### config.mk
export PLATFORM = sky130hd
export DESIGN_NAME = uaf_top
export DESIGN_NICKNAME = d
export VERILOG_FILES = /design/src/hw/uaf_pkg.sv /design/src/hw/uaf_top.sv /design/src/hw/uaf_rst_sync.sv /design/src/hw/uaf_addr_filter.sv
export VERILOG_INCLUDE_DIRS = /design/src /design/src/hw
export SDC_FILE = /design/constraint.sdc
export NUM_CORES = 1
export LEC_CHECK = 0
export ABC_AREA = 0
export BUFFER_PORTS_ARGS = -buffer_cell sky130_fd_sc_hd__buf_4
export CAP_MARGIN = 5
export CORE_MARGIN = 3
export CORE_UTILIZATION = 54
export CTS_BUF_LIST = sky130_fd_sc_hd__clkbuf_4
export DETAILED_ROUTE_END_ITERATION = 10
export GPL_TIMING_DRIVEN = 0
export PLACE_DENSITY = 0.88
export SYNTH_ARGS = -nofsm -noshare
export SYNTH_HDL_FRONTEND = slang
export SYNTH_SLANG_ARGS = --single-unit
### constraint.sdc
create_clock -name sys_clk -period 3.02 [get_ports sys_clk]
set_input_delay 0.604 -clock sys_clk [delete_from_list [all_inputs] [get_ports sys_clk]]
set_output_delay 0.604 -clock sys_clk [all_outputs]
set_load 0.005 [all_outputs]
### src/hw/uaf_regs.svh
`ifndef UAF_REGS_SVH
`define UAF_REGS_SVH

// ----------------------------------------
// register byte offsets
// ----------------------------------------
`define UAF_OFF_DATA 8'h00
`define UAF_OFF_STATUS 8'h04
`define UAF_OFF_CTRLB 8'h08
`define UAF_OFF_SHARED 8'h0C
`define UAF_OFF_IRQ_STAT 8'h10
`define UAF_OFF_IRQ_MASK 8'h14

// ----------------------------------------
// field positions
// ----------------------------------------
`define UAF_ST_RXC 7
`define UAF_ST_TXC 6
`define UAF_ST_FE 4
`define UAF_ST_OVR 3
`define UAF_ST_PE 2
`define UAF_ST_MODE 0
`define UAF_CB_RXEN 4
`define UAF_CB_SZ2 2
`define UAF_CB_RX9 1
`define UAF_CB_TX9 0
`define UAF_SEL_BIT 7
`define UAF_FC_SZ_HI 2
`define UAF_FC_SZ_LO 1
`define UAF_FC_STOP2 3
`define UAF_IRQ_ACC 0
`define UAF_IRQ_DROP 1
`define UAF_IRQ_TXC 2
`define UAF_IRQ_OVR 3

// ----------------------------------------
// reset values and codes
// ----------------------------------------
`define UAF_FC_RST 7'h06
`define UAF_BAUD_RST 7'h00
`define UAF_SZ_NINE 3'h7
`define UAF_IRQ_W 4

`endif

### src/hw/uaf_pkg.sv
package uaf_pkg;

    // one received frame as handed over by the bit-recovery stage
    typedef struct packed {
        logic [7:0] data;
        logic ninth;
        logic stop1;
        logic frame_err;
        logic parity_err;
    } uaf_rx_frame_s;

    // word handed to the transmitter
    typedef struct packed {
        logic ninth;
        logic [7:0] data;
    } uaf_tx_word_s;

endpackage

### src/hw/uaf_top.sv
`timescale 1ns/1ps
`default_nettype none
`include "uaf_regs.svh"

// Notes on behaviour
// - with filter mode on, non-address frames are dropped; receive buffer untouched.
// - transmitter works the same whatever the filter mode.
// - for 5 to 8 data bits the first stop bit gives the frame type.
// - for nine data bits the ninth received bit gives the frame type.
// - type bit one means address frame, zero means data frame.
// - mode on ignores data, also after an address, until a status write clears it; mode off receives normally.
// - an accepted address frame sets receive complete like any frame.
// - shared write: high bit zero loads baud high, one loads frame control.
// - shared read gives baud high, frame control if read the cycle before.
// - frame control read through the shared location shows select as one.
module uaf_top (
    // clock and reset
    input wire logic sys_clk,
    input wire logic rst_n,
    // avalon-mm slave
    input wire logic [7:0] avs_address,
    input wire logic avs_read,
    input wire logic avs_write,
    input wire logic [3:0] avs_byteenable,
    input wire logic [31:0] avs_writedata,
    output logic [31:0] avs_readdata,
    output logic avs_waitrequest,
    // received frames from the bit-recovery stage
    input wire logic rx_frame_valid,
    input wire uaf_pkg::uaf_rx_frame_s rx_frame,
    // transmitter side
    output logic tx_load,
    output uaf_pkg::uaf_tx_word_s tx_word,
    input wire logic tx_done,
    // configuration out to the serial engine
    output logic [2:0] char_size_code,
    output logic two_stop_select,
    output logic [6:0] baud_divider_high,
    output logic [6:0] frame_ctrl,
    // interrupt
    output logic irq
);
    import uaf_pkg::*;

    // ----------------------------------------
    // reset release
    // ----------------------------------------
    logic rst_s_n;

    uaf_rst_sync u_rst (
        .clk(sys_clk),
        .arst_n(rst_n),
        .srst_n(rst_s_n)
    );

    // ----------------------------------------
    // bus handshake and decode
    // ----------------------------------------
    function automatic logic hit(input logic [7:0] addr, input logic [7:0] off);
        hit = (addr == off);
    endfunction

    logic ack_q;
    logic [31:0] rdata_q;
    logic req;
    logic rd_acc;
    logic wr_acc;
    logic rd_first;
    logic lane0;
    logic sel_data;
    logic sel_status;
    logic sel_ctrlb;
    logic sel_shared;
    logic sel_istat;
    logic sel_imask;

    // one wait cycle per access: data is latched on the first edge, handed over on the second
    assign req = avs_read || avs_write;
    assign avs_waitrequest = req && !ack_q;
    assign rd_acc = avs_read && ack_q;
    assign wr_acc = avs_write && ack_q;
    assign rd_first = avs_read && !ack_q;
    assign lane0 = avs_byteenable[0];
    assign sel_data = hit(avs_address, `UAF_OFF_DATA);
    assign sel_status = hit(avs_address, `UAF_OFF_STATUS);
    assign sel_ctrlb = hit(avs_address, `UAF_OFF_CTRLB);
    assign sel_shared = hit(avs_address, `UAF_OFF_SHARED);
    assign sel_istat = hit(avs_address, `UAF_OFF_IRQ_STAT);
    assign sel_imask = hit(avs_address, `UAF_OFF_IRQ_MASK);

    // ----------------------------------------
    // register state
    // ----------------------------------------
    logic filter_mode_q;
    logic rx_en_q;
    logic size2_q;
    logic tx9_q;
    logic txc_q;
    logic [6:0] baud_q;
    logic [6:0] fc_q;
    logic prev_sh_rd_q;
    logic rxc_q;
    logic [7:0] rx_data_q;
    logic rx9_q;
    logic fe_q;
    logic pe_q;
    logic ovr_q;
    logic [`UAF_IRQ_W-1:0] istat_q;
    logic [`UAF_IRQ_W-1:0] imask_q;
    logic tx_load_q;
    uaf_tx_word_s tx_word_q;

    logic wr_data;
    logic wr_status;
    logic wr_ctrlb;
    logic wr_shared;
    logic wr_istat;
    logic wr_imask;
    logic wr_baud;
    logic wr_fc;

    assign wr_data = wr_acc && lane0 && sel_data;
    assign wr_status = wr_acc && lane0 && sel_status;
    assign wr_ctrlb = wr_acc && lane0 && sel_ctrlb;
    assign wr_shared = wr_acc && lane0 && sel_shared;
    assign wr_istat = wr_acc && lane0 && sel_istat;
    assign wr_imask = wr_acc && lane0 && sel_imask;
    assign wr_baud = wr_shared && !avs_writedata[`UAF_SEL_BIT];
    assign wr_fc = wr_shared && avs_writedata[`UAF_SEL_BIT];

    // ----------------------------------------
    // frame filter
    // ----------------------------------------
    logic ninth_mode;
    logic is_addr;
    logic keep;
    logic accept;
    logic drop;
    logic rd_rx;

    assign char_size_code = {size2_q, fc_q[`UAF_FC_SZ_HI:`UAF_FC_SZ_LO]};
    assign ninth_mode = (char_size_code == `UAF_SZ_NINE);

    uaf_addr_filter u_filt (
        .frame(rx_frame),
        .ninth_mode(ninth_mode),
        .filter_mode(filter_mode_q),
        .is_addr(is_addr),
        .keep(keep)
    );

    // a dropped frame never reaches the buffer or its flags
    assign accept = rx_frame_valid && rx_en_q && keep;
    assign drop = rx_frame_valid && rx_en_q && !keep;
    assign rd_rx = rd_acc && sel_data;

    // ----------------------------------------
    // receive buffer and status
    // ----------------------------------------
    always_ff @(posedge sys_clk or negedge rst_s_n) begin
        if (!rst_s_n) begin
            rxc_q <= 1'b0;
            rx_data_q <= 8'h00;
            rx9_q <= 1'b0;
            fe_q <= 1'b0;
            pe_q <= 1'b0;
            ovr_q <= 1'b0;
        end else if (!rx_en_q) begin
            rxc_q <= 1'b0;
            fe_q <= 1'b0;
            pe_q <= 1'b0;
            ovr_q <= 1'b0;
        end else if (accept) begin
            // set wins over the clear by a read in the same cycle
            rxc_q <= 1'b1;
            rx_data_q <= rx_frame.data;
            rx9_q <= rx_frame.ninth;
            fe_q <= rx_frame.frame_err;
            pe_q <= rx_frame.parity_err;
            ovr_q <= rxc_q && !rd_rx;
        end else if (rd_rx) begin
            rxc_q <= 1'b0;
        end
    end

    // ----------------------------------------
    // control registers
    // ----------------------------------------
    always_ff @(posedge sys_clk or negedge rst_s_n) begin
        if (!rst_s_n) begin
            filter_mode_q <= 1'b0;
            rx_en_q <= 1'b0;
            size2_q <= 1'b0;
            tx9_q <= 1'b0;
            baud_q <= `UAF_BAUD_RST;
            fc_q <= `UAF_FC_RST;
            imask_q <= '0;
        end else begin
            if (wr_status) filter_mode_q <= avs_writedata[`UAF_ST_MODE];
            if (wr_ctrlb) begin
                rx_en_q <= avs_writedata[`UAF_CB_RXEN];
                size2_q <= avs_writedata[`UAF_CB_SZ2];
                tx9_q <= avs_writedata[`UAF_CB_TX9];
            end
            if (wr_baud) baud_q <= avs_writedata[6:0];
            if (wr_fc) fc_q <= avs_writedata[6:0];
            if (wr_imask) imask_q <= avs_writedata[`UAF_IRQ_W-1:0];
        end
    end

    // ----------------------------------------
    // transmitter hand-off, blind to the filter mode
    // ----------------------------------------
    always_ff @(posedge sys_clk or negedge rst_s_n) begin
        if (!rst_s_n) begin
            tx_load_q <= 1'b0;
            tx_word_q <= '0;
            txc_q <= 1'b0;
        end else begin
            tx_load_q <= wr_data;
            if (wr_data) tx_word_q <= {tx9_q, avs_writedata[7:0]};
            // completion wins over a write-one clear
            txc_q <= tx_done || (txc_q && !(wr_status && avs_writedata[`UAF_ST_TXC]));
        end
    end

    assign tx_load = tx_load_q;
    assign tx_word = tx_word_q;
    assign two_stop_select = fc_q[`UAF_FC_STOP2];
    assign baud_divider_high = baud_q;
    assign frame_ctrl = fc_q;

    // ----------------------------------------
    // interrupts
    // ----------------------------------------
    logic [`UAF_IRQ_W-1:0] ev;
    logic [`UAF_IRQ_W-1:0] iclr;

    assign ev = {accept && rxc_q && !rd_rx, tx_done, drop, accept};
    assign iclr = wr_istat ? avs_writedata[`UAF_IRQ_W-1:0] : '0;

    always_ff @(posedge sys_clk or negedge rst_s_n) begin
        if (!rst_s_n) begin
            istat_q <= '0;
        end else begin
            istat_q <= ev | (istat_q & ~iclr);
        end
    end

    assign irq = |(istat_q & imask_q);

    // ----------------------------------------
    // read path and shared location sequence
    // ----------------------------------------
    logic [7:0] status_rd;
    logic [7:0] ctrlb_rd;
    logic [7:0] shared_rd;
    logic [31:0] rd_mux;

    assign status_rd = {rxc_q, txc_q, 1'b0, fe_q, ovr_q, pe_q, 1'b0, filter_mode_q};
    assign ctrlb_rd = {3'h0, rx_en_q, 1'b0, size2_q, rx9_q, tx9_q};
    // a shared read accepted on the edge just before picks frame control
    assign shared_rd = prev_sh_rd_q ? {1'b1, fc_q} : {1'b0, baud_q};
    assign rd_mux = sel_data ? {24'h0, rx_data_q} :
                    sel_status ? {24'h0, status_rd} :
                    sel_ctrlb ? {24'h0, ctrlb_rd} :
                    sel_shared ? {24'h0, shared_rd} :
                    sel_istat ? {28'h0, istat_q} :
                    sel_imask ? {28'h0, imask_q} : 32'h0;

    always_ff @(posedge sys_clk or negedge rst_s_n) begin
        if (!rst_s_n) begin
            ack_q <= 1'b0;
            rdata_q <= 32'h0;
            prev_sh_rd_q <= 1'b0;
        end else begin
            ack_q <= req && !ack_q;
            if (rd_first) rdata_q <= rd_mux;
            prev_sh_rd_q <= rd_acc && sel_shared;
        end
    end

    assign avs_readdata = rdata_q;

    // ----------------------------------------
    // checks
    // ----------------------------------------
    drop_keeps_buf_a: assert property (@(posedge sys_clk) disable iff (!rst_s_n)
        (rx_frame_valid && filter_mode_q && !is_addr) |=> $stable(rx_data_q))
        else $error("dropped frame changed the receive buffer");
    drop_no_flag_a: assert property (@(posedge sys_clk) disable iff (!rst_s_n)
        (drop && !rxc_q) |=> !rxc_q && $stable({fe_q, pe_q, ovr_q}))
        else $error("dropped frame raised a receive flag");
    addr_sets_rxc_a: assert property (@(posedge sys_clk) disable iff (!rst_s_n)
        (rx_frame_valid && rx_en_q && is_addr) |=> rxc_q && rx_data_q == $past(rx_frame.data))
        else $error("address frame not stored with complete flag");
    nine_type_a: assert property (@(posedge sys_clk) disable iff (!rst_s_n)
        (rx_frame_valid && ninth_mode) |-> is_addr == rx_frame.ninth)
        else $error("ninth bit not used as frame type");
    stop_type_a: assert property (@(posedge sys_clk) disable iff (!rst_s_n)
        (rx_frame_valid && !ninth_mode) |-> is_addr == rx_frame.stop1)
        else $error("stop bit not used as frame type");
    open_mode_a: assert property (@(posedge sys_clk) disable iff (!rst_s_n)
        (rx_frame_valid && rx_en_q && !filter_mode_q) |-> accept)
        else $error("addressed slave dropped a frame");
    tx_blind_a: assert property (@(posedge sys_clk) disable iff (!rst_s_n)
        (avs_write && !avs_waitrequest && lane0 && sel_data) |=> tx_load && tx_word.data == $past(avs_writedata[7:0]))
        else $error("transmit load missed");
    baud_write_a: assert property (@(posedge sys_clk) disable iff (!rst_s_n)
        wr_baud |=> baud_q == $past(avs_writedata[6:0]) && $stable(fc_q))
        else $error("baud high write misrouted");
    fc_write_a: assert property (@(posedge sys_clk) disable iff (!rst_s_n)
        wr_fc |=> fc_q == $past(avs_writedata[6:0]) && $stable(baud_q))
        else $error("frame control write misrouted");
    pair_read_a: assert property (@(posedge sys_clk) disable iff (!rst_s_n)
        (rd_acc && sel_shared) ##1 (rd_first && sel_shared) |=> avs_readdata[7:0] == {1'b1, $past(fc_q)})
        else $error("second shared read did not give frame control");
    single_read_a: assert property (@(posedge sys_clk) disable iff (!rst_s_n)
        (!prev_sh_rd_q && rd_first && sel_shared) |=> avs_readdata[7:0] == {1'b0, $past(baud_q)})
        else $error("lone shared read did not give baud high");
endmodule

`default_nettype wire

### src/hw/uaf_rst_sync.sv
`timescale 1ns/1ps
`default_nettype none

module uaf_rst_sync (
    // clock and raw reset
    input wire logic clk,
    input wire logic arst_n,
    // released reset
    output logic srst_n
);
    logic stage_q;
    logic out_q;

    // assert at once, release two edges later
    always_ff @(posedge clk or negedge arst_n) begin
        if (!arst_n) begin
            stage_q <= 1'b0;
            out_q <= 1'b0;
        end else begin
            stage_q <= 1'b1;
            out_q <= stage_q;
        end
    end

    assign srst_n = out_q;
endmodule

`default_nettype wire

### src/hw/uaf_addr_filter.sv
`timescale 1ns/1ps
`default_nettype none

module uaf_addr_filter (
    // frame and mode
    input wire uaf_pkg::uaf_rx_frame_s frame,
    input wire logic ninth_mode,
    input wire logic filter_mode,
    // decision
    output logic is_addr,
    output logic keep
);
    import uaf_pkg::*;

    // ninth bit marks the type in 9-bit frames, first stop bit otherwise
    assign is_addr = ninth_mode ? frame.ninth : frame.stop1;
    // an addressed slave has the mode off and takes everything
    assign keep = !filter_mode || is_addr;
endmodule

`default_nettype wire

# [Yosys cells after proc, flatten, opt, wreduce, memory -nomap -nowiden]
# Cells that the tools add are included.
[totals] elab_cells=88 register_bits=86 out_inout_bits=62
[classes] mux=18 bitwise_logic=4 n_reduce_logical=35 n_eq_ne=8
[op_table] operator="$mux W8" count=5
[op_table] operator="$logic_and A1 B1 Y1" count=23
[op_table] operator="$eq A8 B4 Y1 const B" count=2
[op_table] operator="$eq A8 B5 Y1 const B" count=2
[op_table] operator="$mux W4" count=3
[op_table] operator="$mux W1" count=10
[op_table] operator="$and A4 B4 Y4" count=2
[op_table] operator="$eq A8 B3 Y1 const B" count=1
[op_table] operator="$logic_not A8 Y1" count=1
[op_table] operator="$logic_not A1 Y1" count=6
[op_table] operator="$not A4 Y4" count=1
[op_table] operator="$or A4 B4 Y4" count=1
[op_table] operator="$reduce_or A4 Y1" count=1
[op_table] operator="$eq A3 B3 Y1 const B" count=1
[op_table] operator="$logic_or A1 B1 Y1" count=3
[op_table] operator="$ne A3 B1 Y1 const B" count=1
[op_table] operator="$ne A2 B1 Y1 const B" count=1
[op_table] operator="$reduce_and A2 Y1" count=1

# [Depth between registers and ports, before layout]
# Gate-level depths: netlist (run 1).
[logic_depth] ltp_word=7 ltp_mapped=6 depth_no_buf=4

# [Modules after synthesis]
# From an unflattened synthesis (run 1), not the netlist that was laid out.
[unflattened] cells_unflattened=280 hier_area_um2=3124.2
[by_module_without_submodules] mod="uaf_top" area_per_inst_um2=3045.4 instances=1 seq_area_each_um2=1503.9 cells_per_inst=274
[by_module_without_submodules] mod="uaf_rst_sync" area_per_inst_um2=53.8 instances=1 seq_area_each_um2=50.0 cells_per_inst=3
[by_module_without_submodules] mod="uaf_addr_filter" area_per_inst_um2=25.0 instances=1 seq_area_each_um2=0.0 cells_per_inst=3

# [Worst setup path after synthesis (run 1)]
# No wires, ideal clock.
[synth_timing] path_kind="input to register" start="input port avs_address[7]" end="register baud_q[0] (netlist: baud_divider_high[0])" arrival_time_ps=1994 n_path_buf=2 path_stages=6 required_ps=2895 setup_slack_ps=901 path_cell_list="or4_1 buf_4 nor2_8 and3b_1 buf_6 mux2_2"
[synth_between] elab_chain_len=3
[synth_rtl] item="start: declaration" line="uaf_top.sv:21" text="input wire logic [7:0] avs_address,"
[synth_rtl] item="$eq A8 B4 Y1" line="uaf_top.sv:60" text="hit = (addr == off);"
[synth_rtl] item="$logic_and A1 B1 Y1" line="uaf_top.sv:125" text="assign wr_shared = wr_acc && lane0 && sel_shared;"
[synth_rtl] item="$logic_and A1 B1 Y1" line="uaf_top.sv:128" text="assign wr_baud = wr_shared && !avs_writedata[`UAF_SEL_BIT];"
[synth_rtl] item="end signal: assignment" line="uaf_top.sv:195" text="baud_q <= `UAF_BAUD_RST;"
[synth_rtl] item="end signal: assignment" line="uaf_top.sv:205" text="if (wr_baud) baud_q <= avs_writedata[6:0];"
[synth_rtl] item="end: declaration" line="uaf_top.sv:99" text="logic [6:0] baud_q;"
# Every way passes these cells.
# A chain may end at the register's enable or synchronous reset.

# [Worst setup path in the final report (run 1)]
[layout_timing] start="register fc_q[1] (netlist: frame_ctrl[1])" end="register rx_data_q[4]"
[layout_between] elab_chain_len=5
[layout_rtl] item="start: declaration" line="uaf_top.sv:100" text="logic [6:0] fc_q;"
[layout_rtl] item="start signal: assignment" line="uaf_top.sv:196" text="fc_q <= `UAF_FC_RST;"
[layout_rtl] item="start signal: assignment" line="uaf_top.sv:206" text="if (wr_fc) fc_q <= avs_writedata[6:0];"
[layout_rtl] item="$eq A3 B3 Y1 (no line)"
[layout_rtl] item="$mux W1" line="uaf_addr_filter.sv:16" text="assign is_addr = ninth_mode ? frame.ninth : frame.stop1;"
[layout_rtl] item="$logic_or A1 B1 Y1" line="uaf_addr_filter.sv:18" text="assign keep = !filter_mode || is_addr;"
[layout_rtl] item="$logic_and A1 B1 Y1" line="uaf_top.sv:153" text="assign accept = rx_frame_valid && rx_en_q && keep;"
[layout_rtl] item="$reduce_and A2 Y1 (no line)"
[layout_rtl] item="end signal: assignment" line="uaf_top.sv:176" text="rx_data_q <= rx_frame.data;"
[layout_rtl] item="end: declaration" line="uaf_top.sv:103" text="logic [7:0] rx_data_q;"
# Every way passes these cells.

==> summary.txt, run 1 <==
Status
  • Status: finished, final reports clean

Worst setup path
  • CP endpoint kind: flop
  • Internal reg-to-reg setup slack: 1.02 ns
  • CP required: 3.32 ns
  • Critical-path maximum fanout: 10
  • Crit Path Category: reg2reg
  • CP Data Arrival Time: 2.30 ns
  • Startpoint type of the worst setup path: flop

Power
  • Pleak: 2.04 nW
  • Worst IR drop on VDD: 287 µV
  • Final Power: 1.64 mW
  • Cell Pwr Density: 410 nW/µm²

Place
  • Gpl congestion: between 0.8 and 0.9
  • Buffers on Ports: 72
  • Area after DPL: 3850 µm²
  • DPL Wire Length: 5.72 mm

Yosys
  • Cell variety after synth: 47
  • Syn_area_per_cell: 11.2 µm²
  • Post-synth EDFFs: 0
  • Post-synth top flop: dfrtp_1
  • Synth Instances: 277
  • Synth warnings: 0
  • Post-synth ARST share: 100%
  • Seq/Total Area, Yosys: 49.9%
  • #FFs+latches synth: 62
  • Post-Syn Area: 3110 µm²

Clocking
  • Setup bufs post-CTS: 0
  • Depth of the CTS H-tree: 3
  • Deepest clock path buffer count: 2
  • CTS sink count: 62
  • Root buf cell: clkbuf_4
  • CTS Buf Count: 9
  • Hold buffer count at cts: 1
  • Skew-Pair Late Insertion Delay: 0.41 ns
  • Resized Gates After CTS: 0
  • CTS tree: done
  • CTS clk-pin slew, worst paths: 0.11 ns

Global routing
  • Total global-route track usage: 23.4%
  • Largest net degree at the start of global routing: 37
  • Vias in the first global route: 2282
  • Overflow after GRT: 0
  • First-pass GRT wire length: 11.4 mm
  • Initial antenna violation count: 0

Die
  • Die W: around 82 µm
  • Core area: 5540 µm²
  • Die area: between 6000 and 7000 µm²
  • Top Ports: 124
  • Initial Util: between 50% and 60%
  • Die Height: roughly 82 µm
  • Row cnt: 27

Hold path
  • HP Class: reg2async

Final layout
  • Final #Nets: 447
  • Share of layout cells above drive strength 1: 44.9%
  • Finished layout cell area: 4000 µm²
  • Inserted Diodes: 0
  • Synth-to-Final Area Change: 28.6%
  • Fill cells: 424
  • Layout Utilization: between 70% and 80%

Drt
  • Wire length per cell: 16.1 µm
  • Initial DRC count: 131
  • Drt pass-1 iters: 4
  • DRT Wirelength: 7.43 mm
  • Routed Antenna Nets: 0
  • Detailed-route DRC error count: 0
  • Via density: 5.33
  • DR vias: 2461

Run
  • Max-cap violations: 0

STA
  • Final hold vios: 0
  • RSZ-0062 raised after global routing: false
  • Tmin final: 2.00 ns
  • Max Clock Skew: 0.00982 ns
  • Rel. slew slack: between 50% and 60%
  • Final Max Slew Viols: 0
  • Crit share post-route: 66.1%
  • Fmax: 501 MHz
  • Setup violations, final: 0
  • Min Hold Slack: 0.260 ns
  • Setup TNS Final: 0 ns
  • Tightest Pin Transition: roughly 0.67 ns
power by group:
group / total (mW) / internal (mW) / switching [mW]
registers: 0.879 / 0.856 / 0.0233
clock network: 0.575 / 0.253 / 0.323
logic: 0.187 / 0.0987 / 0.0886
kinds of logic (layout without fill, tap and decap cells):
logic type | after synthesis | after routing | synth area share [%]
buf+inv | 46 | 136 | 9.41
other cells | 2 | 25 | 0.241
simple gates | 69 | 69 | 12.2
flops | 62 | 62 | 49.9
mux | 55 | 55 | 19.3
compound gates | 43 | 43 | 8.88
final cells by class:
class | instances | area [µm²] | share of cell area [%]
flip-flops and latches | 62 | 1560 | 38.8
multi-input cells | 192 | 1350 | 33.8
repair buffers | 74 | 571 | 14.2
plain buffers | 41 | 274 | 6.84
well taps | 72 | 90.1 | 2.25
clock inverters | 7 | 75.1 | 1.88
clock buffers | 9 | 67.6 | 1.69
inverters | 5 | 18.8 | 0.469
per-layer routing:
layer,wire [µm],GRT usage [%],up-vias
li1,-,-,1161
met1,3060,29.9,1164
met3,650,4.93,15
met2,3540,38.1,121
met4,173,10.6,0
met5,0,0,-
path summary, 6_finish.rpt:
kind,end,from,cells after the start
max in group asynchronous,frame_ctrl[1],u_rst.srst_n,1
worst min register to register,avs_readdata[5],u_rst.srst_n,0
worst min-delay path,avs_readdata[5],u_rst.srst_n,0
worst max register to register,rx_data_q[4],frame_ctrl[1],5
min in group sys_clk,u_rst.srst_n,u_rst.stage_q,0
worst max-delay path,rx_data_q[4],frame_ctrl[1],5
sequential cells by signal, indices dropped and copies added, names as in the netlist, 4 cells and up:
signal and cells:
avs_readdata 8, baud_divider_high 7, tx_word 9, imask_q 4, frame_ctrl 7, rx_data_q 8, istat_q 4
Yosys cell counts (all sizes together) (3+ instances only):
cell type / number / area share (%)
or4: 3 / 0.72
a21oi: 9 / 1.4
mux2i: 14 / 4.5
nor4: 6 / 1.4
nor2: 15 / 2.3
a221oi: 3 / 0.84
nand2: 25 / 3.1
nand2b: 3 / 0.68
dfrtp: 60 / 48
mux2: 41 / 15
o21ai: 12 / 1.9
nand3: 3 / 0.64
nor3: 5 / 0.96
o22ai: 3 / 0.60
buf: 34 / 8.0
inv: 5 / 0.60
clkbuf: 7 / 0.84
a22oi: 4 / 0.96
metrics by stage:
step | instances | setup WS [ns]
final | 462 | 1.02
after global routing | 462 | 0.930
after CTS | 462 | 1.02
after global placement | 444 | 0.600
after floorplan | 300 | 0.901
after detailed placement | 445 | 0.673
cell usage in the layout, fill, tap and decap left out, drive strengths merged, types with 3 or more instances in the layout:
| cell type | instances |
|---|---|
| a21oi | 9 |
| a221oi | 3 |
| a22oi | 4 |
| buf | 107 |
| clkbuf | 16 |
| clkinv | 3 |
| clkinvlp | 3 |
| conb | 25 |
| dfrtp | 60 |
| inv | 5 |
| mux2 | 41 |
| mux2i | 14 |
| nand2 | 25 |
| nand2b | 3 |
| nand3 | 3 |
| nor2 | 15 |
| nor3 | 5 |
| nor4 | 6 |
| o21ai | 12 |
| o22ai | 3 |
| or4 | 3 |
critical path: stages (launching register included):
cell     delay (ns)
dfstp_2        0.60
and4b_1        0.19
o21ai_0        0.12
nand3_1        0.26
buf_2          0.35
mux2_2         0.37
No activity file was read; power rests on OpenSTA's default activity.
==> run 2, diff against run 1 <==
--- a/config.mk
+++ b/config.mk
@@ -10,11 +10,11 @@
 export BUFFER_PORTS_ARGS = -buffer_cell sky130_fd_sc_hd__buf_4
 export CAP_MARGIN = 5
 export CORE_MARGIN = 3
-export CORE_UTILIZATION = 54
+export CORE_UTILIZATION = 45
 export CTS_BUF_LIST = sky130_fd_sc_hd__clkbuf_4
 export DETAILED_ROUTE_END_ITERATION = 10
 export GPL_TIMING_DRIVEN = 0
-export PLACE_DENSITY = 0.88
+export PLACE_DENSITY = 0.78
 export SYNTH_ARGS = -nofsm -noshare
 export SYNTH_HDL_FRONTEND = slang
 export SYNTH_SLANG_ARGS = --single-unit
==> constraint.sdc (replaced) <==
create_clock -name sys_clk -period 1.8 [get_ports sys_clk]
set_input_delay 0.36 -clock sys_clk [delete_from_list [all_inputs] [get_ports sys_clk]]
set_output_delay 0.36 -clock sys_clk [all_outputs]
set_load 0.005 [all_outputs]
==> summary.txt, run 2 (synthesis results as in run 1) <==
Status
  • Status: finished, final reports clean (unchanged)

Clocking
  • Root buf cell: clkbuf_4 (unchanged)
  • Deepest clock path buffer count: 2 (unchanged)
  • CTS tree: done (unchanged)
  • Skew-Pair Late Insertion Delay: 0.41 ns (about the same)
  • CTS Buf Count: 9 (unchanged)
  • CTS sink count: 62 (unchanged)
  • Depth of the CTS H-tree: 3 (unchanged)
  • CTS clk-pin slew, worst paths: 0.12 ns (was 0.11 ns)

Worst setup path
  • Critical-path maximum fanout: 10 (unchanged)
  • Critical path's top delay family: flip-flops (unchanged)
  • Internal reg-to-reg setup slack: 0.14 ns (was 1.02 ns)
  • CP endpoint kind: flop (unchanged)
  • Startpoint type of the worst setup path: flop (unchanged)
  • Critical Path Max Stage Delay: 0.59 ns (was 0.60 ns)
  • Slowest cell on crit path: dfstp_2 (unchanged)
  • R2r endpoint: rx_data_q[6] (was rx_data_q[4])
  • Crit Path Category: reg2reg (unchanged)
  • CP Buf/Inv Count: 1 (unchanged)
  • CP Data Arrival Time: 1.96 ns (was 2.30 ns)
  • Crit path cell chain: and4b_1, o21ai_1, nand3_2, buf_6, mux2_2 (was and4b_1, o21ai_0, nand3_1, buf_2, mux2_2)
  • Worst R2R Start: frame_ctrl[2] (was frame_ctrl[1])
  • Reg2Reg Depth: 5 (unchanged)
  • CP required: 2.10 ns (was 3.32 ns)

Final layout
  • Fill cells: 557 (was 424)
  • Share of layout cells above drive strength 1: 46.2% (was 44.9%)
  • Inserted Diodes: 0 (unchanged)
  • Largest register FFs: 9 (unchanged)
  • Commonest cells after routing, fill and taps aside: 102 x buf_4, 59 x dfrtp_1, 41 x mux2_2 (was 101 x buf_4, 59 x dfrtp_1, 41 x mux2_2)
  • Synth-to-Final Area Change: 29.7% (was 28.6%)
  • Most common library cell in the layout ignoring fill and taps: buf_4 (unchanged)
  • Final #Nets: 447 (unchanged)

Drt
  • Drt pass-1 iters: 4 (unchanged)
  • Detailed-route DRC error count: 0 (unchanged)
  • DRT Wirelength: 7.50 mm (was 7.43 mm)
  • Initial DRC count: 78 (was 131)
  • DR vias: 2414 (was 2461)
  • Wire length per cell: 16.1 µm (about the same)
  • Routed Antenna Nets: 0 (unchanged)
  • Via density: 5.17 (was 5.33)

Global routing
  • Met3 usage: 3.69% (was 4.93%)
  • Initial antenna violation count: 0 (unchanged)
  • Overflow after GRT: 0 (unchanged)
  • First-pass GRT wire length: 11.5 mm (was 11.4 mm)
  • Met1 usage: 26.4% (was 29.9%)
  • GR peak layer: met2 (unchanged)
  • Total global-route track usage: 19.5% (was 23.4%)
  • Largest net degree at the start of global routing: 61 (was 37)
  • Vias in the first global route: 2290 (was 2282)
  • Grt met2 use: 31.5% (was 38.1%)

Die
  • Top Ports: 124 (unchanged)
  • Row cnt: 29 (was 27)
  • Die W: 89.2 µm (was 81.9 µm)
  • Core area: 6530 µm² (was 5540 µm²)
  • Die area: 7950 µm² (was 6710 µm²)
  • Initial Util: 47.7% (was 56.2%)
  • Die Height: 89.2 µm (was 81.9 µm)

Power
  • Worst IR drop on VDD: 442 µV (was 287 µV)
  • Cell Pwr Density: 684 nW/µm² (was 410 nW/µm²)
  • Final Power: 2.76 mW (was 1.64 mW)
  • Pleak: 2.04 nW (about the same)

STA
  • Rel. slew slack: 48.1% (was 55.5%)
  • Tightest Pin Transition: 0.778 ns (was 0.668 ns)
  • Fmax: 602 MHz (was 501 MHz)
  • Tmin final: 1.66 ns (was 2.00 ns)
  • Setup TNS Final: 0 ns (unchanged)
  • Setup violations, final: 0 (unchanged)
  • Crit share post-route: 92.4% (was 66.1%)
  • RSZ-0062 raised after global routing: false (unchanged)
  • Final hold vios: 0 (unchanged)
  • Final Max Slew Viols: 0 (unchanged)
  • Max Clock Skew: 0.0190 ns (was 0.00982 ns)

Hold path
  • HP Class: in2reg (was reg2async)
  • Hold_sp: tx_done
  • Hold Path Depth: 2
  • Hold EP: istat_q[2]

Place
  • Gpl congestion: 0.854 (was 0.876)
  • DPL Wire Length: 5.77 mm (was 5.72 mm)
  • Buffers on Ports: 72 (unchanged)

Run
  • Max-cap violations: 0 (unchanged)
==> run 2: cell type report <==
class                   count  area (µm²)  area share (%)
repair buffers             75         566            14.0
flip-flops and latches     62        1560            38.6
plain buffers              40         280            6.94
well taps                  77        96.3            2.39
multi-input cells         192        1380            34.1
clock buffers               9        67.6            1.67
clock inverters             7        73.8            1.83
inverters                   5        18.8           0.465
==> run 2: worst max path at each step <==
stage	from	endpoint	slack, ns	depth (start not counted)
6_report	frame_ctrl[2]	rx_data_q[6]	0.14	5
5_1_grt	avs_address[2]	rxc_q	0.05	6
4_1_cts	prev_sh_rd_q	avs_readdata[3]	0.02	5
3_5_place_dp	avs_address[2]	istat_q[3]	-0.38	6
3_3_place_gp	avs_address[2]	istat_q[3]	-0.41	6
2_1_floorplan	avs_address[7]	baud_divider_high[0]	-0.05	6
==> run 2: metrics by stage <==
step | hold slack [ns] | cell area (µm²) | instances | util [%] | setup WS (ns)
after floorplan | 0.0644 | 3210 | 300 | - | -0.0506
after CTS | 0.133 | 4000 | 466 | 61.3 | 0.0192
after global routing | 0.117 | 4040 | 467 | 61.8 | 0.0511
after global placement | 0.143 | 3840 | 449 | 58.9 | -0.413
after detailed placement | 0.144 | 3840 | 449 | 58.9 | -0.378
final | 0.131 | 4040 | 467 | 61.8 | 0.138
==> run 2: worst register-to-register path: cells and delay by family (launching register included) <==
kind                   cells  cell delay [ns]
and+or+nand+nor            2             0.34
DFF                        1             0.59
buffers and inverters      1             0.18
AOI/OAI and AO/OA          1             0.10
muxes                      1             0.35
==> run 2: repair_timing <==
item,4_1_cts,5_1_grt
hold buffers,1,0
endpoints found under the setup margin,5,9
setup buffers,0,2
pin swaps,0,1
hold endpoints to repair,2,0
resized for setup,3,4
==> run 2: layer usage <==
metal	wire, µm	part of all wire, %
met3	501	6.7
met5	0	0
met4	57	0.76
met2	3570	48
met1	3370	45
==> run 2: where the power goes <==
part	total (mW)	switching (mW)	leakage [nW]	internal, mW
clock	0.975	0.550	0.0662	0.425
combinational	0.297	0.134	1.14	0.164
sequential	1.49	0.0529	0.834	1.44
total	2.76	0.736	2.04	2.02
==> run 3, diff against run 2 <==
--- a/config.mk
+++ b/config.mk
@@ -10,11 +10,10 @@
 export BUFFER_PORTS_ARGS = -buffer_cell sky130_fd_sc_hd__buf_4
 export CAP_MARGIN = 5
 export CORE_MARGIN = 3
-export CORE_UTILIZATION = 45
+export CORE_UTILIZATION = 36
 export CTS_BUF_LIST = sky130_fd_sc_hd__clkbuf_4
 export DETAILED_ROUTE_END_ITERATION = 10
 export GPL_TIMING_DRIVEN = 0
-export PLACE_DENSITY = 0.78
 export SYNTH_ARGS = -nofsm -noshare
 export SYNTH_HDL_FRONTEND = slang
 export SYNTH_SLANG_ARGS = --single-unit
==> summary.txt, run 3 (synthesis results as in run 1) <==
STA
  • Setup violations, final: 0 (unchanged)
  • Final hold vios: 0 (unchanged)
  • Max Clock Skew: 0.0158 ns (was 0.0190 ns)
  • RSZ-0062 raised after global routing: false (unchanged)
  • Tightest Pin Transition: 0.766 ns (was 0.778 ns)
  • Tmin final: 1.71 ns (was 1.66 ns)
  • Crit share post-route: 95.1% (was 92.4%)
  • Fmax: 584 MHz (was 602 MHz)
  • Rel. slew slack: 48.9% (was 48.1%)
  • Final Max Slew Viols: 0 (unchanged)

Final layout
  • Synth-to-Final Area Change: 31.2% (was 29.7%)
  • Share of layout cells above drive strength 1: 45.9% (was 46.2%)
  • Fill cells: 813 (was 557)
  • Most common library cell in the layout ignoring fill and taps: buf_4 (unchanged)
  • Finished layout cell area: 4080 µm² (was 4040 µm²)
  • Largest register FFs: 9 (unchanged)
  • Layout Utilization: 49.2% (was 61.8%)
  • Inserted Diodes: 0 (unchanged)
  • Commonest cells after routing, fill and taps aside: 102 x buf_4, 59 x dfrtp_1, 41 x mux2_2 (unchanged)
  • Final #Nets: 447 (unchanged)

Worst setup path
  • Internal reg-to-reg setup slack: 0.16 ns (was 0.14 ns)
  • CP Capture Point: avs_readdata[2] (was rx_data_q[6])
  • Critical Path Start: avs_address[3] (was frame_ctrl[2])
  • CP endpoint kind: flop (unchanged)
  • Startpoint type of the worst setup path: input port (was flop)
  • Worst R2R Start: frame_ctrl[2] (unchanged)
  • Crit Path Category: in2reg (was reg2reg)
  • CP required: 2.08 ns (was 2.10 ns)
  • Reg2Reg Depth: 5 (unchanged)
  • R2r endpoint: rx_data_q[6] (unchanged)
  • Critical-path maximum fanout: 10 (unchanged)
  • CP Data Arrival Time: 1.99 ns (was 1.96 ns)

Drt
  • Detailed-route DRC error count: 0 (unchanged)
  • Initial DRC count: 69 (was 78)
  • Wire length per cell: 15.6 µm (was 16.1 µm)
  • DRT Wirelength: 7.74 mm (was 7.50 mm)
  • Via density: 4.81 (was 5.17)
  • Drt pass-1 iters: 4 (unchanged)
  • Top Metal Used: met4 (unchanged)
  • Met2 WL: 3.62 mm (was 3.57 mm)
  • DR vias: 2381 (was 2414)
  • DR WL met3: 497 µm (was 501 µm)
  • Met1 Wirelength: 3.55 mm (was 3.37 mm)
  • Routed Antenna Nets: 0 (unchanged)

Run
  • Max-cap violations: 0 (unchanged)

Clocking
  • Depth of the CTS H-tree: 3 (unchanged)
  • Root buf cell: clkbuf_4 (unchanged)
  • Deepest clock path buffer count: 2 (unchanged)
  • CTS Buf Count: 9 (unchanged)
  • CTS tree: done (unchanged)
  • CTS clk-pin slew, worst paths: 0.11 ns (was 0.12 ns)
  • Skew-Pair Late Insertion Delay: 0.41 ns (about the same)
  • CTS sink count: 62 (unchanged)

Die
  • Top Ports: 124 (unchanged)
  • Initial Util: 37.5% (was 47.7%)
  • Die W: 99.0 µm (was 89.2 µm)
  • Die area: 9800 µm² (was 7950 µm²)
  • Core area: 8300 µm² (was 6530 µm²)
  • Die Height: 99.0 µm (was 89.2 µm)
  • Row cnt: 33 (was 29)

Power
  • Pleak: 2.06 nW (was 2.04 nW)
  • Share of power burned in registers: 52.0% (was 53.9%)
  • Switching part of the total power: 24.3% (was 26.7%)
  • Cell Pwr Density: 701 nW/µm² (was 684 nW/µm²)
  • Part of the power in the clock network: 37.6% (was 35.3%)
  • Switching Power: 0.697 mW (was 0.736 mW)
  • Internal power: 2.17 mW (was 2.02 mW)
  • Comb pwr share: 10.3% (was 10.8%)
  • Worst IR drop on VDD: 478 µV (was 442 µV)
  • Final Power: 2.86 mW (was 2.76 mW)

Place
  • DPL Wire Length: 5.93 mm (was 5.77 mm)
  • Area after DPL: 3880 µm² (was 3840 µm²)
  • Gpl congestion: 0.845 (was 0.854)
  • Buffers on Ports: 72 (unchanged)

Global routing
  • First-pass GRT wire length: 12.4 mm (was 11.5 mm)
  • Total global-route track usage: 16.2% (was 19.5%)
  • Initial antenna violation count: 0 (unchanged)
  • Overflow after GRT: 0 (unchanged)
  • Vias in the first global route: 2403 (was 2290)
  • Largest net degree at the start of global routing: 61 (unchanged)

Hold path
  • Hold_sp: tx_done (unchanged)
  • HP Class: in2reg (unchanged)

Status
  • Status: finished, final reports clean (unchanged)
==> run 3: power by group through the flow <==
stage	Sequential (mW)	Clock (mW)	Combinational, mW
CTS	1.49	1.10	0.292
detailed placement	1.52	0	0.289
floorplan	1.50	0	0.159
finish	1.49	1.08	0.296
global route	1.50	1.16	0.330
global placement	1.52	0	0.289
==> run 3: worst min-delay path by stage <==
stage,end,cells past startpoint
after floorplan,u_rst.srst_n,0
after global placement,u_rst.stage_q,1
after detailed placement,u_rst.stage_q,1
after CTS,txc_q,2
after global routing,txc_q,2
final,txc_q,2
==> run 3: final cells by class <==
cell class	instances	area, µm²	area share, %
sequential	62	1560	38.1
clock buffer	10	75.1	1.84
tap	105	131	3.22
inverter	5	18.8	0.460
timing repair buffer	75	566	13.8
multi-input combinational	192	1380	33.7
buffer	40	280	6.86
clock inverter	6	77.6	1.90
==> run 3: routing by layer <==
metal / track usage [%] / up-vias
met5: 0 / -
met4: 5.36 / 0
met3: 4.46 / 9
met2: 25.8 / 74
met1: 21.5 / 1141
li1: - / 1157
==> run 3: metrics by stage <==
stage / hold slack, ns / setup TNS, ns / worst slack, ns / instances
floorplan: 0.0644 / -0.354 / -0.0506 / 300
global placement: 0.144 / -11.78 / -0.455 / 477
detailed placement: 0.144 / -11.38 / -0.413 / 477
CTS: 0.117 / 0 / 0.0197 / 493
global route: 0.116 / 0 / 0.00878 / 495
finish: 0.137 / 0 / 0.0879 / 495
==> run 3: what timing repair did <==
| action | in CTS | in global routing |
|---|---|---|
| buffers inserted | 0 | 2 |
| cloned | 0 | 0 |
| hold buffers | 1 | 0 |
| endpoints found under the hold margin | 2 | 0 |
| pin swaps | 0 | 1 |
| endpoints found under the setup margin | 8 | 24 |
| resized for setup | 3 | 4 |
==> run 3: worst max-delay path, cell delays in order <==
cell and delay [ns]:
buf_4 0.11, buf_1 0.43, clkbuf_1 0.44, nor2_1 0.10, a221oi_1 0.40, o21ai_0 0.15
